==> src/hs_out_pkg.sv <==
// Constants, register map and states of the high-speed output channel
package hs_out_pkg;

	// ****************************************
	// Data path geometry
	// ****************************************
	localparam int SLICE_W = 12;
	localparam int WORD_W = 60;
	localparam int SLICES = 5;
	localparam logic [2:0] LAST_SLICE = 3'h4;
	localparam logic [1:0] RANKS = 2'h3;

	// ****************************************
	// Register map (byte offsets)
	// ****************************************
	localparam logic [7:0] CTRL_OFS = 8'h00;
	localparam logic [7:0] START_OFS = 8'h04;
	localparam logic [7:0] LEN_OFS = 8'h08;
	localparam logic [7:0] ADDR_OFS = 8'h0C;

	// ****************************************
	// Control and status bit positions
	// ****************************************
	localparam int CMD_RESET_BIT = 0;
	localparam int CMD_EXIT_BIT = 1;
	localparam int ST_IRQ_BIT = 0;
	localparam int ST_LOCK_BIT = 1;
	localparam int ST_BUSY_BIT = 2;
	localparam int ST_FETCH_BIT = 3;

	// ****************************************
	// Reset values
	// ****************************************
	localparam logic [31:0] START_RST = 32'h0000_0000;
	localparam logic [31:0] LEN_RST = 32'h0000_0040;

	// ****************************************
	// Output channel control states
	// ****************************************
	typedef enum logic [3:0] {
		ST_IDLE = 4'b0001,
		ST_FETCH = 4'b0010,
		ST_LOAD = 4'b0100,
		ST_WAIT = 4'b1000
	} occ_state_t;

endpackage : hs_out_pkg

==> src/hs_out_chan.sv <==
// High-speed output channel: memory word disassembly and three-rank output buffer
//
// Overview of operation
// RULE_01 - Reset command loads start address, requests word
// RULE_02 - Word arrival clears count, sends word, record
// RULE_03 - Record pulse forwarded to peripheral processor
// RULE_04 - Word pulse loads first rank, then forwarded
// RULE_05 - Lockout suppresses word pulse to peripheral processor
// RULE_06 - Three ranks, one rank per clock
// RULE_07 - Last rank held on data until resume
// RULE_08 - Internal resume immediately while rank space remains
// RULE_09 - Internal resume: next slice, address, word pulse
// RULE_10 - Three words held: internal resume withheld
// RULE_11 - Processor resume: last rank reloads, internal resume
// RULE_12 - Processor accepts word, returns one resume
// RULE_13 - After fifth slice, request next memory word
// RULE_14 - Idle until memory word arrives, then repeat
// RULE_15 - Processor resume used without resynchronisation
// RULE_16 - Threshold interrupts as on normal channel
// RULE_17 - Interrupt request at half and end of buffer
// RULE_18 - Unclosed request: hold back, lock out output
// RULE_19 - Memory request held until memory accepts
// RULE_20 - Record pulse only for first word
//
// Decided for this implementation: the address map and the Wishbone slave port.
`timescale 1ns/1ps
`default_nettype none

module hs_out_chan #(
	parameter int AW = 18
) (
	// Clock and reset
	input wire logic mclk,
	input wire logic rst,
	// Wishbone slave
	input wire logic cyc_i,
	input wire logic stb_i,
	input wire logic we_i,
	input wire logic [7:0] adr_i,
	input wire logic [3:0] sel_i,
	input wire logic [31:0] dat_i,
	output logic [31:0] dat_o,
	output logic ack_o,
	// Central memory read port
	output logic mem_req,
	output logic [AW-1:0] mem_addr,
	input wire logic mem_ack,
	input wire logic [hs_out_pkg::WORD_W-1:0] mem_rdata,
	// Peripheral processor channel
	output logic [hs_out_pkg::SLICE_W-1:0] pp_data,
	output logic pp_word,
	output logic pp_record,
	input wire logic pp_resume,
	// Interrupt request to the central processor
	output logic cpu_irq
);

	// ****************************************
	// Elaboration check
	// ****************************************
	if (AW < 2 || AW > 32) begin : g_bad_aw
		$error("AW out of range");
	end

	// ****************************************
	// Declarations
	// ****************************************
	hs_out_pkg::occ_state_t state;
	logic [AW-1:0] start_addr, buf_len, buf_addr;
	logic [hs_out_pkg::WORD_W-1:0] dis_reg;
	logic [2:0] dis_cnt;
	logic [hs_out_pkg::SLICE_W-1:0] rank_a, rank_b;
	logic first_word, va, vb, vc, pend, lockout;
	logic [1:0] occupancy;
	logic take_c, take_b, a_free, word_p, int_resume, thresh;
	logic bus_hit, cmd_reset, cmd_exit;
	logic [AW-1:0] next_addr, half_addr, end_addr;

	function automatic logic [AW-1:0] merge(input logic [AW-1:0] old,
		input logic [31:0] wd, input logic [3:0] sel);
		logic [31:0] m;
		m = 32'h0000_0000;
		for (int i = 0; i < 4; i++) begin
			m[i*8 +: 8] = sel[i] ? wd[i*8 +: 8] : 8'(32'(old) >> (i*8));
		end
		return m[AW-1:0];
	endfunction : merge

	// ****************************************
	// Wishbone slave
	// ****************************************
	assign bus_hit = cyc_i && stb_i && !ack_o;
	assign cmd_reset = bus_hit && we_i && adr_i == hs_out_pkg::CTRL_OFS && sel_i[0]
		&& dat_i[hs_out_pkg::CMD_RESET_BIT];
	assign cmd_exit = bus_hit && we_i && adr_i == hs_out_pkg::CTRL_OFS && sel_i[0]
		&& dat_i[hs_out_pkg::CMD_EXIT_BIT];

	always_ff @(posedge mclk) begin
		if (rst) begin
			ack_o <= 1'b0;
		end else begin
			ack_o <= bus_hit;
		end
	end

	always_ff @(posedge mclk) begin
		if (rst) begin
			start_addr <= hs_out_pkg::START_RST[AW-1:0];
			buf_len <= hs_out_pkg::LEN_RST[AW-1:0];
		end else if (bus_hit && we_i) begin
			if (adr_i == hs_out_pkg::START_OFS) begin
				start_addr <= merge(start_addr, dat_i, sel_i);
			end
			if (adr_i == hs_out_pkg::LEN_OFS) begin
				buf_len <= merge(buf_len, dat_i, sel_i);
			end
		end
	end

	always_ff @(posedge mclk) begin
		if (rst) begin
			dat_o <= 32'h0000_0000;
		end else begin
			dat_o <= 32'h0000_0000;
			if (bus_hit && !we_i) begin
				unique case (adr_i)
					hs_out_pkg::CTRL_OFS: begin
						dat_o[hs_out_pkg::ST_IRQ_BIT] <= cpu_irq;
						dat_o[hs_out_pkg::ST_LOCK_BIT] <= lockout;
						dat_o[hs_out_pkg::ST_BUSY_BIT] <= state != hs_out_pkg::ST_IDLE;
						dat_o[hs_out_pkg::ST_FETCH_BIT] <= mem_req;
					end
					hs_out_pkg::START_OFS: dat_o <= 32'(start_addr);
					hs_out_pkg::LEN_OFS: dat_o <= 32'(buf_len);
					hs_out_pkg::ADDR_OFS: dat_o <= 32'(buf_addr);
					default: dat_o <= 32'h0000_0000;
				endcase
			end
		end
	end

	// ****************************************
	// Rank chain and high-speed buffer control
	// ****************************************
	assign occupancy = {1'b0, va} + {1'b0, vb} + {1'b0, vc};
	// Processor resume taken as is, no synchroniser
	assign take_c = vb && (!vc || pp_resume); // RULE_15 RULE_11
	assign take_b = va && (!vb || take_c); // RULE_06
	assign a_free = !va || take_b;
	assign int_resume = pend && occupancy < hs_out_pkg::RANKS && a_free; // RULE_08 RULE_10 RULE_11
	assign word_p = state == hs_out_pkg::ST_LOAD && !pend && !lockout && a_free;

	always_ff @(posedge mclk) begin
		if (rst || cmd_reset) begin
			va <= 1'b0;
			vb <= 1'b0;
			vc <= 1'b0;
			rank_a <= '0;
			rank_b <= '0;
			pp_data <= '0;
		end else begin
			if (word_p) begin
				rank_a <= dis_reg[hs_out_pkg::WORD_W-1 -: hs_out_pkg::SLICE_W]; // RULE_04
			end
			va <= word_p || (va && !take_b);
			if (take_b) begin
				rank_b <= rank_a; // RULE_06
			end
			vb <= take_b || (vb && !take_c);
			if (take_c) begin
				pp_data <= rank_b; // RULE_07 RULE_11
			end else if (vc && pp_resume) begin
				pp_data <= '0;
			end
			vc <= take_c || (vc && !pp_resume);
		end
	end

	always_ff @(posedge mclk) begin
		if (rst || cmd_reset) begin
			pend <= 1'b0;
		end else begin
			pend <= word_p || (pend && !int_resume);
		end
	end

	always_ff @(posedge mclk) begin
		if (rst) begin
			pp_word <= 1'b0;
		end else begin
			pp_word <= word_p && !lockout; // RULE_04 RULE_05
		end
	end

	// ****************************************
	// Output channel control
	// ****************************************
	always_ff @(posedge mclk) begin
		if (rst) begin
			state <= hs_out_pkg::ST_IDLE;
			mem_req <= 1'b0;
			mem_addr <= '0;
			dis_reg <= '0;
			dis_cnt <= 3'h0;
			first_word <= 1'b0;
			pp_record <= 1'b0;
		end else if (cmd_reset) begin
			state <= hs_out_pkg::ST_FETCH;
			mem_req <= 1'b1; // RULE_01
			mem_addr <= start_addr;
			first_word <= 1'b1;
			pp_record <= 1'b0;
		end else begin
			pp_record <= 1'b0;
			unique case (state)
				hs_out_pkg::ST_IDLE: ;
				hs_out_pkg::ST_FETCH: begin
					if (mem_ack) begin
						dis_reg <= mem_rdata; // RULE_01 RULE_14
						dis_cnt <= 3'h0; // RULE_02
						mem_req <= 1'b0; // RULE_19
						pp_record <= first_word; // RULE_02 RULE_03 RULE_20
						first_word <= 1'b0;
						state <= hs_out_pkg::ST_LOAD;
					end
				end
				hs_out_pkg::ST_LOAD: begin
					if (word_p && dis_cnt == hs_out_pkg::LAST_SLICE) begin
						mem_req <= 1'b1; // RULE_13
						mem_addr <= buf_addr;
						state <= hs_out_pkg::ST_FETCH;
					end else if (word_p) begin
						state <= hs_out_pkg::ST_WAIT;
					end
				end
				hs_out_pkg::ST_WAIT: begin
					if (int_resume) begin
						dis_cnt <= dis_cnt + 3'h1; // RULE_09
						dis_reg <= dis_reg << hs_out_pkg::SLICE_W;
						state <= hs_out_pkg::ST_LOAD;
					end
				end
			endcase
		end
	end

	// ****************************************
	// Buffer address and threshold interrupts
	// ****************************************
	assign half_addr = start_addr + (buf_len >> 1);
	assign end_addr = start_addr + buf_len;
	assign next_addr = (buf_addr + 1'b1 == end_addr) ? start_addr : buf_addr + 1'b1;
	assign thresh = state == hs_out_pkg::ST_WAIT && int_resume && dis_cnt == 3'h0
		&& (next_addr == half_addr || next_addr == start_addr); // RULE_17

	always_ff @(posedge mclk) begin
		if (rst) begin
			buf_addr <= '0;
		end else if (cmd_reset) begin
			buf_addr <= start_addr; // RULE_01
		end else if (state == hs_out_pkg::ST_WAIT && int_resume && dis_cnt == 3'h0) begin
			buf_addr <= next_addr; // RULE_09
		end
	end

	// Same handling as a normal channel; a new event wins over an exit
	always_ff @(posedge mclk) begin
		if (rst || cmd_reset) begin
			cpu_irq <= 1'b0;
			lockout <= 1'b0;
		end else if (thresh) begin
			if (cpu_irq && !cmd_exit) begin
				lockout <= 1'b1; // RULE_16 RULE_18
			end else begin
				cpu_irq <= 1'b1; // RULE_16 RULE_17
			end
		end else if (cmd_exit) begin
			cpu_irq <= lockout; // RULE_18
			lockout <= 1'b0;
		end
	end

	// ****************************************
	// Assertions
	// ****************************************
	property p_req_hold;
		@(posedge mclk) disable iff (rst || cmd_reset) mem_req && !mem_ack |=> mem_req;
	endproperty
	a_req_hold: assert property (p_req_hold) else $error("request dropped"); // RULE_19
	property p_data_hold;
		@(posedge mclk) disable iff (rst || cmd_reset) vc && !pp_resume |=> $stable(pp_data);
	endproperty
	a_data_hold: assert property (p_data_hold) else $error("rank C changed"); // RULE_07
	property p_lock_word;
		@(posedge mclk) disable iff (rst) lockout |=> !pp_word;
	endproperty
	a_lock_word: assert property (p_lock_word) else $error("word under lockout"); // RULE_05
	property p_full_stall;
		@(posedge mclk) disable iff (rst || cmd_reset)
			va && vb && vc && state == hs_out_pkg::ST_WAIT |=> state == hs_out_pkg::ST_WAIT;
	endproperty
	a_full_stall: assert property (p_full_stall) else $error("resume with ranks full"); // RULE_10
	property p_record;
		@(posedge mclk) disable iff (rst || cmd_reset)
			state == hs_out_pkg::ST_FETCH && mem_ack |=> pp_record == $past(first_word);
	endproperty
	a_record: assert property (p_record) else $error("record pulse wrong"); // RULE_20
	property p_shift;
		@(posedge mclk) disable iff (rst || cmd_reset) va && !vb |=> vb ##1 (vc || vb);
	endproperty
	a_shift: assert property (p_shift) else $error("rank did not advance"); // RULE_06
	property p_arrive;
		@(posedge mclk) disable iff (rst || cmd_reset) state == hs_out_pkg::ST_FETCH && mem_ack
			|=> dis_cnt == 3'h0 && state == hs_out_pkg::ST_LOAD && !mem_req;
	endproperty
	a_arrive: assert property (p_arrive) else $error("arrival handling wrong"); // RULE_02
	property p_fifth;
		@(posedge mclk) disable iff (rst || cmd_reset)
			word_p && dis_cnt == hs_out_pkg::LAST_SLICE |=> mem_req && mem_addr == $past(buf_addr);
	endproperty
	a_fifth: assert property (p_fifth) else $error("no request after fifth"); // RULE_13
	property p_reload;
		@(posedge mclk) disable iff (rst || cmd_reset)
			vc && vb && pp_resume |=> vc && pp_data == $past(rank_b);
	endproperty
	a_reload: assert property (p_reload) else $error("rank C not reloaded"); // RULE_11
	property p_word_fwd;
		@(posedge mclk) disable iff (rst || cmd_reset) word_p
			|=> pp_word && rank_a == $past(dis_reg[hs_out_pkg::WORD_W-1 -: hs_out_pkg::SLICE_W]);
	endproperty
	a_word_fwd: assert property (p_word_fwd) else $error("word pulse not forwarded"); // RULE_04
	property p_irq;
		@(posedge mclk) disable iff (rst || cmd_reset) thresh && !cpu_irq |=> cpu_irq;
	endproperty
	a_irq: assert property (p_irq) else $error("threshold request lost"); // RULE_17

endmodule : hs_out_chan

`default_nettype wire

==> config.mk <==
export PLATFORM = sky130hd
export DESIGN_NAME = hs_out_chan
export DESIGN_NICKNAME = d
export VERILOG_FILES = /design/src/hs_out_pkg.sv /design/src/hs_out_chan.sv
export SDC_FILE = /design/constraint.sdc
export NUM_CORES = 1
export LEC_CHECK = 0
export ABC_CLOCK_PERIOD_IN_PS = 6400
export BUFFER_PORTS_ARGS = -buffer_cell sky130_fd_sc_hd__buf_2
export CAP_MARGIN = 20
export CORE_MARGIN = 5
export CORE_UTILIZATION = 40
export CTS_CLUSTER_SIZE = 8
export DETAILED_ROUTE_END_ITERATION = 10
export GPL_TIMING_DRIVEN = 0
export PLACE_DENSITY = 0.64
export SLEW_MARGIN = 30
export SYNTH_ARGS = -nofsm -noshare
export SYNTH_HDL_FRONTEND = slang
export SYNTH_SLANG_ARGS = --single-unit
==> constraint.sdc <==
create_clock -name mclk -period 6.4 [get_ports mclk]
set_input_delay 0.64 -clock mclk [delete_from_list [all_inputs] [get_ports mclk]]
set_output_delay 0.64 -clock mclk [all_outputs]
set_load 0.01 [all_outputs]
## Yosys cells after proc, flatten, opt, wreduce, memory -nomap -nowiden

Index checks and enable logic that the tools add are counted.

| operators by class | value |
|---|---|
| add/sub/neg operators | 6 |
| $lt $le $gt $ge | 1 |
| equality and inequality tests | 20 |
| multiplexer cells | 34 |
| bitwise logic cells | 4 |
| reduce and logical (&&, ||, !) cells | 77 |

Operators by type and width:

| cell | number |
|---|---|
| $mux 60 | 2 |
| $pmux 60 s2 | 1 |
| $mux 18 | 6 |
| $eq 18x18->1 | 3 |
| $pmux 14 s3 | 1 |
| $logic_and 1x1->1 | 26 |
| $mux 12 | 2 |
| $reduce_and 3->1 | 7 |
| $add 18x1->18 const B | 1 |
| $add 18x17->18 | 1 |
| $add 18x18->18 | 1 |
| $eq 8x4->1 const B | 2 |
| $mux 4 | 4 |
| $pmux 4 s4 | 1 |
| $reduce_bool 2->1 | 8 |
| $logic_not 1->1 | 12 |
| $pmux 4 s3 | 1 |
| $reduce_and 4->1 | 3 |
| $mux 1 | 11 |
| $logic_or 1x1->1 | 9 |
| $eq 8x3->1 const B | 1 |
| $logic_not 8->1 | 1 |
| $reduce_and 2->1 | 4 |
| $mux 3 | 2 |
| other kinds (23) | 32 |

| storage, ports and cells | value |
|---|---|
| flip-flop bits (word level) | 218 |
| input port bits | 111 |
| output and inout bits | 67 |
| logic and storage cells | 169 |

## Depth between registers and ports, before layout

Gate-level depths: netlist of run 1.

| depth | value |
|---|---|
| depth in word-level cells | 12 |
| depth in mapped cells | 18 |
| gate-level depth less buffers | 16 |

## Least setup slack after synthesis of run 1

OpenSTA, ideal clock, no wires.

| path | value |
|---|---|
| path kind | reg-to-reg |
| from | register start_addr[1] |
| to | register lockout |
| setup time | 78 ps |
| arrival time | 4102 ps |
| data required time | 6322 ps |
| slack | 2220 ps |
| cell stages (with the launch flop) | 15 |
| path buffers | 0 |
| period minus slack after synthesis | 4180 ps |
| cell sequence | dfxtp_1 > ha_1 > a21o_1 > and4_1 > o211a_1 > nor3_1 > o21bai_1 > xnor2_1 > or4_4 > or4_1 > and3_1 > or4b_4 > nor4_4 > a32oi_1 > nor3_1 |

| between the ends | value |
|---|---|
| word-level cells in the longest chain between the ends | 8 |
| elaborated cells between the ends (all ways) | 12 |
| those cells by class | 2 x add/sub; 4 x eq/ne; 2 x mux; 4 x reduce/logical |

Ends and longest elaborated chain:

| item | RTL line | text |
|---|---|---|
| start: declaration | hs_out_chan.sv:69 | `logic [AW-1:0] start_addr, buf_len, buf_addr;` |
| start signal: assignment | hs_out_chan.sv:108 | `start_addr <= hs_out_pkg::START_RST[AW-1:0];` |
| start signal: assignment | hs_out_chan.sv:112 | `start_addr <= merge(start_addr, dat_i, sel_i);` |
| $add 18x18->18 | hs_out_chan.sv:251 | `assign end_addr = start_addr + buf_len;` |
| $eq 18x18->1 | hs_out_chan.sv:252 | `assign next_addr = (buf_addr + 1'b1 == end_addr) ? start_addr : buf_addr + 1'b1;` |
| $mux 18 | hs_out_chan.sv:252 |  |
| $eq 18x18->1 | hs_out_chan.sv:254 | `&& (next_addr == half_addr \|\| next_addr == start_addr);` |
| $logic_or 1x1->1 (*) | hs_out_chan.sv:254 |  |
| $logic_and 1x1->1 (*) | hs_out_chan.sv:254 |  |
| $ne 2x1->1 (no source line) / $reduce_bool 2->1 (equally long branches) | n/a |  |
| $reduce_and 2->1 (no source line) | n/a |  |
| end signal: assignment | hs_out_chan.sv:270 | `lockout <= 1'b0;` |
| end signal: assignment | hs_out_chan.sv:273 | `lockout <= 1'b1;` |
| end signal: assignment | hs_out_chan.sv:279 | `lockout <= 1'b0;` |
| end: declaration | hs_out_chan.sv:73 | `logic first_word, va, vb, vc, pend, lockout;` |

Mark *: on every way between the ends. The rest lies on a longest branch, timed or not.
A chain may end at the register's enable or synchronous reset.

## Worst setup path in the final report of run 1

| path | value |
|---|---|
| from | register start_addr[9] |
| to | register lockout |

Same word-level chain as after synthesis.

==> results.md, run 1 <==
Status:
- The flow ran to the end, and the final reports show no timing, DRC or antenna violations.

Route:
- The iteration-0 DRC count of the detailed router is 871.
- Dividing the detail-routed wire length by the instance count gives 19.7 um.
- The detailed router placed 10,900 vias in this run.
- After detailed routing, the number of vias per cell comes to 5.59.
- The first TritonRoute pass finished after 5 iterations.
- The DRC violation count after routing is 0.
- The final wirelength is 38.4 mm.
- The post-route antenna net violation count is 0.

Timing:
- The number of max-slew violations in the final report came to 0.
- Across all hold checks on the routed design, the worst slack comes to 0.337 ns.
- The final-layout setup total negative slack is 0 ns.
- The time the worst path needs with I/O delays and setup is 5.40 ns.
- The count of final setup violators is 0.
- For the final database, setup skew stands at 0.0184 ns.
- Setup repair after global routing left no endpoint under its margin.
- The number of hold-slack violations in the final timing report came to 0.
- Timing would allow up to 0.185 GHz.
- The final critical-path setup slack is 0.995 ns.
- The post-route fraction of the period consumed by the critical path is 84.4%.
- In this run the tightest slew margin relative to its limit is 32.5%.
- The transition at the pin with the smallest max-transition slack is 1.01 ns.

Clock tree:
- CTS built an H-tree with a depth of 1.
- TritonCTS built the clock tree.
- The number of buffers inserted to repair setup after CTS is 0.
- The deepest clock path buffer count is 3.
- The clock drives 204 sinks.
- The cell sitting at the root of the clock tree is a sky130_fd_sc_hd__clkbuf_16.
- The hold buffer count at CTS is 0.
- The number of buffers created by CTS is 29.
- The later-pin clock latency in the skew report is 0.55 ns.
- In this run, post-CTS repair resized a total of 0 instances.
- Clock-pin slew was measured on the worst setup and hold paths at 0.05 ns.

Finish:
- The multi-input gate area in the final layout is 7170 sq um.
- The count of inserted antenna diode cells is 0.
- After the last flow step, the layout net total stands at 1,717.
- The post-route netlist has 15.7% of its cells at a drive strength greater than 1.
- Summing all flip-flop and latch instances after layout gives 4080 sq um.
- The number of fill cells is 2,850.
- The flip-flop count of the largest register, all copies and words added is 60.
- The finished layout holds 1,952 standard cells, fillers aside.
- Relative to the synthesized area, the layout overhead comes to 17.3%.

Worst setup path:
- The top fanout value on the critical path is 10.
- STA puts the critical path data required time at 6.87 ns.
- The critical path is of the flop to flop type.
- Data arrives at the worst endpoint at 5.87 ns.
- The worst setup path is captured at a flop.
- Setup slack on the worst reg-to-reg path comes out at 1.0 ns.
- The kind of launch point of the worst setup path is a flop.

Job:
- The count of maximum capacitance violations is 0.

Place:
- The routability congestion estimate from global placement is 0.924.
- The number of placed cells counting well taps is 1,919.
- Detailed placement finished with a half-perimeter wire length of 29.6 mm.
- At the placement stage, the worst setup path has a slack of 1.14 ns.
- Port buffering added 147 buffers.

Global routing:
- The wire length of the first global-routing pass is 59.0 mm.
- Summed over all layers, the global routing overflow is 0.
- The via count of the first global-routing pass is 10,400.
- Global routing consumed, over all layers together, 22.1% of the routing resources.
- The largest net degree at the start of global routing is 16.
- The number of antenna violations at the first check in global routing came to 0.

Die:
- The core area is 28,900 sq um.
- The die is 182 um wide.
- The number of rows created at floorplan is 62.
- The floorplan die area is 33,000 sq um.
- For this design the top-level I/O count stands at 178.
- The starting utilization of the core area is 40.7%.
- The height of the die is 182 um.

Power:
- Power comes to 2.73 mW.
- For this design the static power due to leakage is 5.91 nW.
- Power spread over the standard cell area amounts to 197 nW/um^2.
- The worst-case IR drop observed on VDD is 0.181 mV.

Logic synthesis:
- The async set-or-reset flop fraction in the synthesized netlist is 0%.
- The synthesized netlist contains 82 unique library cells.
- In this run, synthesis inferred 0 flip-flops with an integrated enable.
- The average instance area after synthesis is 8.57 sq um.
- The most common cell in the synthesized netlist is sky130_fd_sc_hd__nor2_1.
- The most used flip-flop cell after synthesis is sky130_fd_sc_hd__dfxtp_1.
- Counting flops and latches in the post-synthesis netlist gives 204.
- For this run, the number of Yosys warnings is 0.
- The sequential area share after synthesis is 34.6%.
- The synthesized netlist occupies a cell area of 11,800 sq um.
- The synthesized netlist cell count is 1,375.
- In this run the biggest area consumer among cell types represents 34.6% of the synthesized area.
- Ranked by instance count, the synthesized netlist is headed by sky130_fd_sc_hd__nor2_1, sky130_fd_sc_hd__dfxtp_1, sky130_fd_sc_hd__mux2i_1.
- After synthesis, the cell types taking the most area are sky130_fd_sc_hd__dfxtp_1, sky130_fd_sc_hd__mux2i_1, sky130_fd_sc_hd__nor2_1, sky130_fd_sc_hd__a211oi_1, sky130_fd_sc_hd__ha_1.
- sky130_fd_sc_hd__dfxtp_1 takes more of the synthesized area than any other cell.

Worst hold path:
- The type of the most critical hold path is primary input to flop.
critical path, cell delays in order (launching register included):
cell and delay (ns):
sky130_fd_sc_hd__dfxtp_1 0.59, sky130_fd_sc_hd__ha_1 0.31, sky130_fd_sc_hd__clkbuf_1 0.26, sky130_fd_sc_hd__a21oi_1 0.36
sky130_fd_sc_hd__o21ai_0 0.19, sky130_fd_sc_hd__a21oi_1 0.29, sky130_fd_sc_hd__a21boi_0 0.15, sky130_fd_sc_hd__or3_1 0.43
sky130_fd_sc_hd__a211o_1 0.38, sky130_fd_sc_hd__clkbuf_1 0.25, sky130_fd_sc_hd__clkbuf_1 0.30, sky130_fd_sc_hd__o31a_1 0.36
sky130_fd_sc_hd__nor3_1 0.44, sky130_fd_sc_hd__o32ai_1 0.16, sky130_fd_sc_hd__nor4_1 0.49, sky130_fd_sc_hd__a32oi_1 0.18
sky130_fd_sc_hd__nor3_1 0.19
cells in the final DEF (no fill, tap or decap), drive strengths merged, types with 11 or more instances in the layout:
cell type | Yosys | routed
a211oi | 84 | 84
a21o | 15 | 15
a21oi | 69 | 69
a22oi | 42 | 42
and3 | 14 | 14
buf | 36 | 183
clkbuf | 72 | 104
conb | 1 | 14
dfxtp | 204 | 204
ha | 37 | 37
inv | 24 | 25
mux2 | 14 | 14
mux2i | 114 | 114
nand2 | 61 | 61
nand3 | 40 | 40
nand4 | 11 | 11
nor2 | 232 | 232
nor2b | 13 | 13
nor3 | 32 | 32
nor4 | 17 | 17
o21ai | 35 | 35
xnor2 | 45 | 45
xor2 | 31 | 31
per-layer routing:
layer  wire length [um]  track usage [%]  vias up
met4                936             5.58        0
met2              16600             33.5      434
met1              17600             31.6     5083
met5                  0                0        -
li1                   -                -     5324
met3               3300             5.24       71
cells by family (layout without fill, tap and decap cells):
family	count (synthesis)	count (layout)	share of synthesized area, %
xor gates and xnor gates	81	81	6.66
DFF	204	204	34.6
muxes	132	132	11.8
buffers and inverters	132	312	5.01
and+or+nand+nor	473	473	19.5
AOI/OAI and AO/OA	312	312	18.0
other	1	14	0.0318
adders and majority gates	40	40	4.44
cell type report:
type / count / area share [%]
timing repair buffer: 147 / 5.32
clock buffer: 32 / 5.40
buffer: 108 / 3.62
tap: 384 / 3.47
inverter: 24 / 0.651
multi-input combinational: 1052 / 51.9
sequential: 204 / 29.5
clock inverter: 1 / 0.145
where the power goes:
group | switching (mW) | internal (mW) | leakage (nW)
logic | 0.0611 | 0.0394 | 3.90
clock network | 0.544 | 0.809 | 0.377
registers | 0.000212 | 1.27 | 1.64
worst paths after layout:
path | end | cells past startpoint | startpoint
setup / recovery | lockout$_SDFFE_PP0P_ | 16 | start_addr[9]$_SDFFE_PP0P_
hold / removal | buf_len[6]$_SDFFE_PP1P_ | 2 | dat_i[6]
setup reg to reg | lockout$_SDFFE_PP0P_ | 16 | start_addr[9]$_SDFFE_PP0P_
hold reg to reg | rank_a[6]$_SDFFE_PP0P_ | 2 | dis_reg[54]$_SDFFE_PP0P_
through the flow:
| step | utilization, % | cell area, sq um |
|---|---|---|
| after floorplan | - | 11800 |
| after global placement | 45.1 | 13100 |
| after detailed placement | 45.1 | 13100 |
| after CTS | 47.8 | 13800 |
| after global routing | 47.8 | 13800 |
| final | 47.8 | 13800 |
Power figures use the tool's default switching activity.
==> inputs of run 2 (changes only) <==
--- a/config.mk
+++ b/config.mk
@@ -5,7 +5,7 @@
 export SDC_FILE = /design/constraint.sdc
 export NUM_CORES = 1
 export LEC_CHECK = 0
-export ABC_CLOCK_PERIOD_IN_PS = 6400
+export ABC_CLOCK_PERIOD_IN_PS = 5300
 export BUFFER_PORTS_ARGS = -buffer_cell sky130_fd_sc_hd__buf_2
 export CAP_MARGIN = 20
 export CORE_MARGIN = 5
==> constraint.sdc (replaced) <==
create_clock -name mclk -period 5.3 [get_ports mclk]
set_input_delay 0.53 -clock mclk [delete_from_list [all_inputs] [get_ports mclk]]
set_output_delay 0.53 -clock mclk [all_outputs]
set_load 0.01 [all_outputs]
==> run 2 against run 1 <==
Setup slack lost 0.73 ns. Register-to-register slack lost 0.73 ns. Critical path type unchanged. Core utilization grew 0.16 points. Largest power group unchanged. Largest cell class unchanged.
==> results.md, run 2 (same netlist as run 1, synthesis figures left out) <==
Finish:
- The share of cells above drive strength 1 is 16.4% (was 15.7%).
- The most common library cell in the layout ignoring fill and taps is sky130_fd_sc_hd__nor2_1 (unchanged).
- The synthesis-to-finish area growth is 17.7% (was 17.3%).
- The register cell area after layout is 4090 sq um (was 4080 sq um).
- The flip-flop count of the largest register, all copies and words added is 60 (unchanged).
- The number of nets at the end of the flow is 1,717 (unchanged).
- The final instance area was 13,900 sq um (was 13,800 sq um).
- The post-layout utilization of the core came to 48.0% (was 47.8%).
- The multi-input gate area in the final layout came to 7210 sq um (was 7170 sq um).
- The number of fill cells was 2,850 (unchanged).
- Most frequent cells in the layout: sky130_fd_sc_hd__nor2_1, sky130_fd_sc_hd__dfxtp_1, sky130_fd_sc_hd__buf_2 (unchanged).
- The count of inserted antenna diode cells is 0 (unchanged).
- The number of non-filler instances in the completed layout is 1,952 (unchanged).

Power:
- The share of power burned in combinational logic was 3.7% (about the same).
- The net switching power figure came to 0.734 mW (was 0.606 mW).
- The power density normalized to cell area is 238 nW/um^2 (was 197 nW/um^2).
- The total power was 3.30 mW (was 2.73 mW).
- The clock group share of total power is 49.7% (was 49.6%).
- The leakage power of the design is 5.94 nW (was 5.91 nW).
- The portion of total power attributed to sequential cells is 46.6% (was 46.7%).
- The highest ir drop seen on vdd is 0.221 mV (was 0.181 mV).
- The proportion of total power due to net switching is 22.3% (was 22.2%).
- The internal power is 2.56 mW (was 2.12 mW).

Clock tree:
- The hold buffer count at CTS came to 0 (unchanged).
- The CTS root buffer was sky130_fd_sc_hd__clkbuf_16 (unchanged).
- The clock-pin slew on the worst setup and hold paths is 0.05 ns (about the same).
- The clock tree from TritonCTS is built (unchanged).
- The depth of the CTS H-tree came to 1 (unchanged).
- The deepest clock path buffer count is 3 (unchanged).
- The number of buffers created by CTS is 29 (unchanged).
- The number of sinks on the clock net was 204 (unchanged).
- The later-pin clock latency in the skew report is 0.55 ns (about the same).

Die:
- The number of rows created at floorplan came to 62 (unchanged).
- The floorplan die area is 33,000 sq um (unchanged).
- The horizontal extent of the die came to 182 um (unchanged).
- The starting utilization of the core area is 40.7% (unchanged).
- The count of boundary I/O pins is 178 (unchanged).
- The core area is 28,900 sq um (unchanged).
- The height of the die is 182 um (unchanged).

Global routing:
- The via count of the first global-routing pass is 10,400 (unchanged).
- The combined global-route utilization of all metal layers is 22.1% (unchanged).
- The total congestion overflow is 0 (unchanged).
- The wire length of the first global-routing pass was 59.0 mm (unchanged).
- The number of antenna violations at the first check in global routing is 0 (unchanged).
- The largest net degree at the start of global routing was 16 (unchanged).

Timing:
- The worst slew slack as a fraction of its limit came to 32.8% (was 32.5%).
- The worst-case clock skew is 0.0159 ns (was 0.0184 ns).
- The number of hold-slack violations in the final timing report was 0 (unchanged).
- Unrepaired setup endpoints after global routing: false (unchanged).
- The worst hold slack across all endpoints was 0.227 ns (was 0.337 ns).
- The number of max-slew violations in the final report is 0 (unchanged).
- The transition at the pin with the smallest max-transition slack was 1.01 ns (about the same).
- The final critical-path setup slack is 0.262 ns (was 0.995 ns).
- The fmax came to 0.199 GHz (was 0.185 GHz).
- The post-route fraction of the period consumed by the critical path is 95.1% (was 84.4%).
- The count of final setup violators is 0 (unchanged).
- The time the worst path needs with I/O delays and setup is 5.04 ns (was 5.40 ns).
- The final-layout setup total negative slack was 0 ns (unchanged).

Place:
- The post-placement cell area is 13,100 sq um (unchanged).
- The half-perimeter wire length after placement is 29.6 mm (unchanged).
- The post-placement setup slack came to 0.0356 ns (was 1.14 ns).
- The routability congestion estimate from global placement is 0.924 (unchanged).
- The number of placed cells counting well taps came to 1,919 (unchanged).
- The count of input and output buffers is 147 (unchanged).

Worst setup path:
- The top fanout value on the critical path came to 10 (unchanged).
- The required time at the endpoint of the critical path is 5.77 ns (was 6.87 ns).
- The element type at the critical path end is a flop (unchanged).
- The critical path data arrival time is 5.51 ns (was 5.87 ns).
- The cell with the largest stage delay on the worst path was sky130_fd_sc_hd__dfxtp_1 (unchanged).
- The highest cell delay on the worst timing path is 0.52 ns (was 0.59 ns).
- Cell-by-cell trace of the critical path: ha_1 -> and3_1 -> buf_2 -> and3_1 -> clkbuf_1 -> xnor2_1 -> nor2_1 -> nor4b_1 -> nand4_1 -> a211o_1 -> clkbuf_1 -> o31ai_1 -> a21oi_1 -> or4b_4 -> nor4_4 -> a32oi_1 -> nor3_1 (was ha_1 -> clkbuf_1 -> a21oi_1 -> o21ai_0 -> a21oi_1 -> a21boi_0 -> or3_1 -> a211o_1 -> clkbuf_1 -> clkbuf_1 -> o31a_1 -> nor3_1 -> o32ai_1 -> nor4_1 -> a32oi_1 -> nor3_1).
- The kind of launch point of the worst setup path is a flop (unchanged).
- The type of the worst setup path is flop to flop (unchanged).

Route:
- The number of detailed-route iterations in the first pass is 5 (unchanged).
- The DRC violation count after routing is 0 (unchanged).
- The iteration-0 DRC count of the detailed router was 877 (was 871).
- The post-route antenna net violation count was 0 (unchanged).
- The via count came to 10,900 (about the same).
- The wire length per cell after detailed routing is 19.7 um (about the same).
- The final wirelength is 38.5 mm (was 38.4 mm).
- The mean number of vias per cell is 5.58 (was 5.59).

Worst hold path:
- The type of the most critical hold path was primary input to flop (unchanged).

Job:
- The count of maximum capacitance violations is 0 (unchanged).

Status:
- Result of the run: completed (unchanged).
==> run 2: cell counts in the layout (fill, tap and decap cells not counted) <==
Identical to the previous run, type by type.
==> run 2: repair_timing <==
action	4_1_cts	5_1_grt
resized for setup	1	17
buffers inserted	0	0
pin swaps	0	0
setup endpoints to repair	2	12
==> run 2: worst max-delay path: cells and delay by family (launching register included) <==
| kind | cells | cell delay (ns) |
|---|---|---|
| fa+ha+maj | 1 | 0.38 |
| xor+xnor | 1 | 0.25 |
| compound gates | 4 | 1.05 |
| simple gates | 8 | 2.11 |
| buf+inv | 3 | 0.66 |
| flops | 1 | 0.52 |
==> run 2: worst paths after layout <==
path,start,endpoint,slack [ns],cells past startpoint
worst max-delay path,buf_addr[1]$_SDFFE_PP0P_,lockout$_SDFFE_PP0P_,0.26,17
worst max register to register,buf_addr[1]$_SDFFE_PP0P_,lockout$_SDFFE_PP0P_,0.26,17
worst min-delay path,dat_i[6],buf_len[6]$_SDFFE_PP1P_,0.23,2
worst min register to register,dis_reg[54]$_SDFFE_PP0P_,rank_a[6]$_SDFFE_PP0P_,0.45,2
==> run 2: area by class of cell <==
cell class | count | share of cell area (%)
inverter | 24 | 0.649
clock inverter | 1 | 0.144
sequential | 204 | 29.5
tap | 384 | 3.46
clock buffer | 32 | 5.38
timing repair buffer | 147 | 5.30
multi-input combinational | 1052 | 52.0
buffer | 108 | 3.64
==> run 2: layer usage <==
metal  global-route usage [%]  part of all wire, %
met4                     5.58                  2.3
met5                        0                    0
met3                     5.24                  8.9
met1                     31.6                   46
met2                     33.5                   43
==> run 2: power groups by stage <==
stage	clock (mW)	combinational [mW]	sequential (mW)
final	1.64	0.122	1.54
after global routing	1.73	0.131	1.53
after CTS	1.66	0.121	1.54
after detailed placement	0	0.120	1.57
after global placement	0	0.119	1.57
after floorplan	0	0.0549	1.57
==> inputs of run 3 (changes only) <==
--- a/config.mk
+++ b/config.mk
@@ -5,6 +5,7 @@
 export SDC_FILE = /design/constraint.sdc
 export NUM_CORES = 1
 export LEC_CHECK = 0
+export ABC_AREA = 1
 export ABC_CLOCK_PERIOD_IN_PS = 5300
 export BUFFER_PORTS_ARGS = -buffer_cell sky130_fd_sc_hd__buf_2
 export CAP_MARGIN = 20
==> run 3 against run 2 <==
Setup slack better by 0.76 ns. Register-to-register slack improved by 0.76 ns. Critical path type unchanged. Clock skew decreased by 0.00052 ns. Synthesized cell count is 34% higher. Via count up 20%. Global-route usage rose by 3.8 points.
==> results.md, run 3 <==
Power:
- The leakage power of the design was 6.32 nW (was 5.94 nW).
- The power density normalized to cell area is 237 nW/um^2 (was 238 nW/um^2).
- The highest ir drop seen on vdd came to 0.208 mV (was 0.221 mV).

Die:
- The core area came to 29,500 sq um (was 28,900 sq um).
- The number of rows created at floorplan came to 63 (was 62).
- The height of the die is 182 um (about the same).
- The starting utilization of the core area came to 40.3% (was 40.7%).
- The horizontal extent of the die came to 182 um (about the same).
- The floorplan die area is 33,300 sq um (was 33,000 sq um).
- The count of boundary I/O pins was 178 (unchanged).

Global routing:
- The largest net degree at the start of global routing is 16 (unchanged).
- The number of antenna violations at the first check in global routing is 3 (was 0).
- The combined global-route utilization of all metal layers was 25.8% (was 22.1%).
- The total congestion overflow is 0 (unchanged).
- The wire length of the first global-routing pass came to 68.1 mm (was 59.0 mm).
- The via count of the first global-routing pass came to 12,200 (was 10,400).

Clock tree:
- The number of buffers inserted to repair setup after CTS is 0 (unchanged).
- The depth of the CTS H-tree is 1 (unchanged).
- The clock tree from TritonCTS is built (unchanged).
- The deepest clock path buffer count is 3 (unchanged).
- The clock-pin slew on the worst setup and hold paths is 0.05 ns (about the same).
- The number of buffers created by CTS is 29 (unchanged).
- The later-pin clock latency in the skew report is 0.55 ns (about the same).
- The CTS root buffer is sky130_fd_sc_hd__clkbuf_16 (unchanged).
- The hold buffer count at CTS is 0 (unchanged).
- The number of sinks on the clock net came to 204 (unchanged).
- The post-CTS resize count is 0 (was 1).

Route:
- The mean number of vias per cell is 5.41 (was 5.58).
- The DRC violation count after routing is 0 (unchanged).
- The final wirelength is 45.3 mm (was 38.5 mm).
- The via count is 13,100 (was 10,900).
- The iteration-0 DRC count of the detailed router is 1,332 (was 877).
- The wire length per cell after detailed routing is 18.7 um (was 19.7 um).
- The number of detailed-route iterations in the first pass was 5 (unchanged).
- The post-route antenna net violation count is 0 (unchanged).

Timing:
- The worst hold slack across all endpoints is 0.214 ns (was 0.227 ns).
- The number of hold-slack violations in the final timing report is 0 (unchanged).
- Unrepaired setup endpoints after global routing: false (unchanged).
- The transition at the pin with the smallest max-transition slack is 0.959 ns (was 1.01 ns).
- The number of max-slew violations in the final report is 0 (unchanged).
- The worst slew slack as a fraction of its limit is 35.5% (was 32.8%).
- The final-layout setup total negative slack is 0 ns (unchanged).
- The time the worst path needs with I/O delays and setup is 4.28 ns (was 5.04 ns).
- The worst-case clock skew is 0.0153 ns (was 0.0159 ns).
- The fmax is 0.234 GHz (was 0.199 GHz).
- The post-route fraction of the period consumed by the critical path is 80.8% (was 95.1%).
- The count of final setup violators is 0 (unchanged).

Finish:
- The number of nets at the end of the flow is 2,184 (was 1,717).
- The flip-flop count of the largest register, all copies and words added is 60 (unchanged).
- The post-layout utilization of the core is 47.4% (was 48.0%).
- The most common library cell in the layout ignoring fill and taps is sky130_fd_sc_hd__nand2_1 (was sky130_fd_sc_hd__nor2_1).
- Most frequent cells in the layout: sky130_fd_sc_hd__nand2_1, sky130_fd_sc_hd__dfxtp_1, sky130_fd_sc_hd__inv_1 (was sky130_fd_sc_hd__nor2_1, sky130_fd_sc_hd__dfxtp_1, sky130_fd_sc_hd__buf_2).
- The share of cells above drive strength 1 was 11.3% (was 16.4%).
- The synthesis-to-finish area growth is 17.5% (was 17.7%).

Logic synthesis:
- The library cell with the highest instance count after synthesis is sky130_fd_sc_hd__nand2_1 (was sky130_fd_sc_hd__nor2_1).
- Leading cell types by total area after synthesis: sky130_fd_sc_hd__dfxtp_1, sky130_fd_sc_hd__nand2_1, sky130_fd_sc_hd__nand3_1, sky130_fd_sc_hd__inv_1, sky130_fd_sc_hd__o21ai_0 (was sky130_fd_sc_hd__dfxtp_1, sky130_fd_sc_hd__mux2i_1, sky130_fd_sc_hd__nor2_1, sky130_fd_sc_hd__a211oi_1, sky130_fd_sc_hd__ha_1).
- The async set-or-reset flop fraction in the synthesized netlist is 0% (unchanged).
- The average instance area after synthesis is 6.46 sq um (was 8.57 sq um).
- The synthesized netlist cell count came to 1,841 (was 1,375).
- Most instantiated cells after synthesis: sky130_fd_sc_hd__nand2_1, sky130_fd_sc_hd__dfxtp_1, sky130_fd_sc_hd__inv_1 (was sky130_fd_sc_hd__nor2_1, sky130_fd_sc_hd__dfxtp_1, sky130_fd_sc_hd__mux2i_1).
- The most common flop cell mapped by yosys is sky130_fd_sc_hd__dfxtp_1 (unchanged).
- The number of warnings reported in the yosys synthesis log is 0 (unchanged).
- The distinct cell type count after synthesis came to 43 (was 82).
- The count of flip-flops with a built-in enable after synthesis came to 0 (unchanged).
- The dominant cell type by area after synthesis was sky130_fd_sc_hd__dfxtp_1 (unchanged).
- The post-synthesis cell area is 11,900 sq um (was 11,800 sq um).
- The sequential area share after synthesis is 34.4% (was 34.6%).
- The number of synthesized register bits is 204 (unchanged).
- The area share of the largest cell type after synthesis came to 34.4% (was 34.6%).

Worst setup path:
- The highest cell delay on the worst timing path is 0.58 ns (was 0.52 ns).
- The critical path data arrival time was 4.74 ns (was 5.51 ns).
- The cell type group with the largest total delay on the critical path was simple AND/OR/NAND/NOR gates (unchanged).
- The type of the worst setup path was flop to flop (unchanged).
- The cell occurring most often along the worst timing path is sky130_fd_sc_hd__nand2_1.
- The cell with the largest stage delay on the worst path is sky130_fd_sc_hd__dfxtp_1 (unchanged).
- The required time at the endpoint of the critical path is 5.76 ns (was 5.77 ns).
- The worst path buffer plus inverter count is 2 (was 3).
- The kind of launch point of the worst setup path is a flop (unchanged).
- The element type at the critical path end was a flop (unchanged).
- The top fanout value on the critical path came to 9 (was 10).

Job:
- The count of maximum capacitance violations is 0 (unchanged).

Place:
- The half-perimeter wire length after placement was 36.7 mm (was 29.6 mm).
- The routability congestion estimate from global placement was 1.00 (was 0.924).
- The count of input and output buffers came to 148 (was 147).

Status:
- Result of the run: completed (unchanged).

Worst hold path:
- The type of the most critical hold path is primary input to flop (unchanged).
==> run 3: cell families (layout without fill, tap and decap cells) <==
kind of cell,Yosys count,in the layout,synth area share [%]
xor gates and xnor gates,24,24,1.83
DFF,204,204,34.4
and+or+nand+nor,893,893,31.5
buffers and inverters,298,477,10.2
other,1,17,0.0316
adders and majority gates,40,40,4.40
AOI/OAI and AO/OA,381,381,17.7
==> run 3: per-layer routing <==
layer	up-vias	track usage, %	wire (um)
li1	6463	-	-
met5	-	0	0
met4	0	6.78	1010
met2	518	39.1	19600
met3	82	5.92	4070
met1	6060	37.1	20600
==> run 3: power breakdown <==
| group | switching [mW] | internal (mW) |
|---|---|---|
| registers | 0.000421 | 1.54 |
| logic | 0.0668 | 0.0447 |
| clock network | 0.658 | 1.01 |
==> run 3: stage by stage <==
step | cell area [sq um] | power, mW | cells | worst slack (ns)
6_report | 14000 | 3.31 | 2426 | 1.02
2_1_floorplan | 11900 | 1.62 | 1854 | 2.29
4_1_cts | 13900 | 3.32 | 2423 | 1.11
3_5_place_dp | 13200 | 1.68 | 2392 | 1.14
5_1_grt | 14000 | 3.40 | 2426 | 0.658
3_3_place_gp | 13200 | 1.68 | 2392 | 0.949
==> run 3: worst min-delay path, cell delays in order <==
cell and delay [ns]:
sky130_fd_sc_hd__buf_2 0.09, sky130_fd_sc_hd__nand2_1 0.04, sky130_fd_sc_hd__nand3_1 0.06
==> run 3: cell type report <==
type,instances,area (sq um)
Buffer,91,430
Inverter,207,777
Tap cell,390,488
Timing Repair Buffer,148,741
Antenna cell,3,7.51
Clock inverter,2,50.0
Multi-Input combinational cell,1352,6660
Clock buffer,29,726
Sequential cell,204,4080
Fill cell,3118,15500
==> run 3: path summary, 6_finish.rpt <==
path | from | to | slack (ns) | depth (start not counted)
worst min-delay path | dat_i[6] | buf_len[6]$_SDFFE_PP1P_ | 0.21 | 3
worst min register to register | dis_reg[49]$_SDFFE_PP0P_ | rank_a[1]$_SDFFE_PP0P_ | 0.44 | 2
worst max-delay path | start_addr[1]$_SDFFE_PP0P_ | cpu_irq$_SDFFE_PP0P_ | 1.02 | 25
worst max register to register | start_addr[1]$_SDFFE_PP0P_ | cpu_irq$_SDFFE_PP0P_ | 1.02 | 25
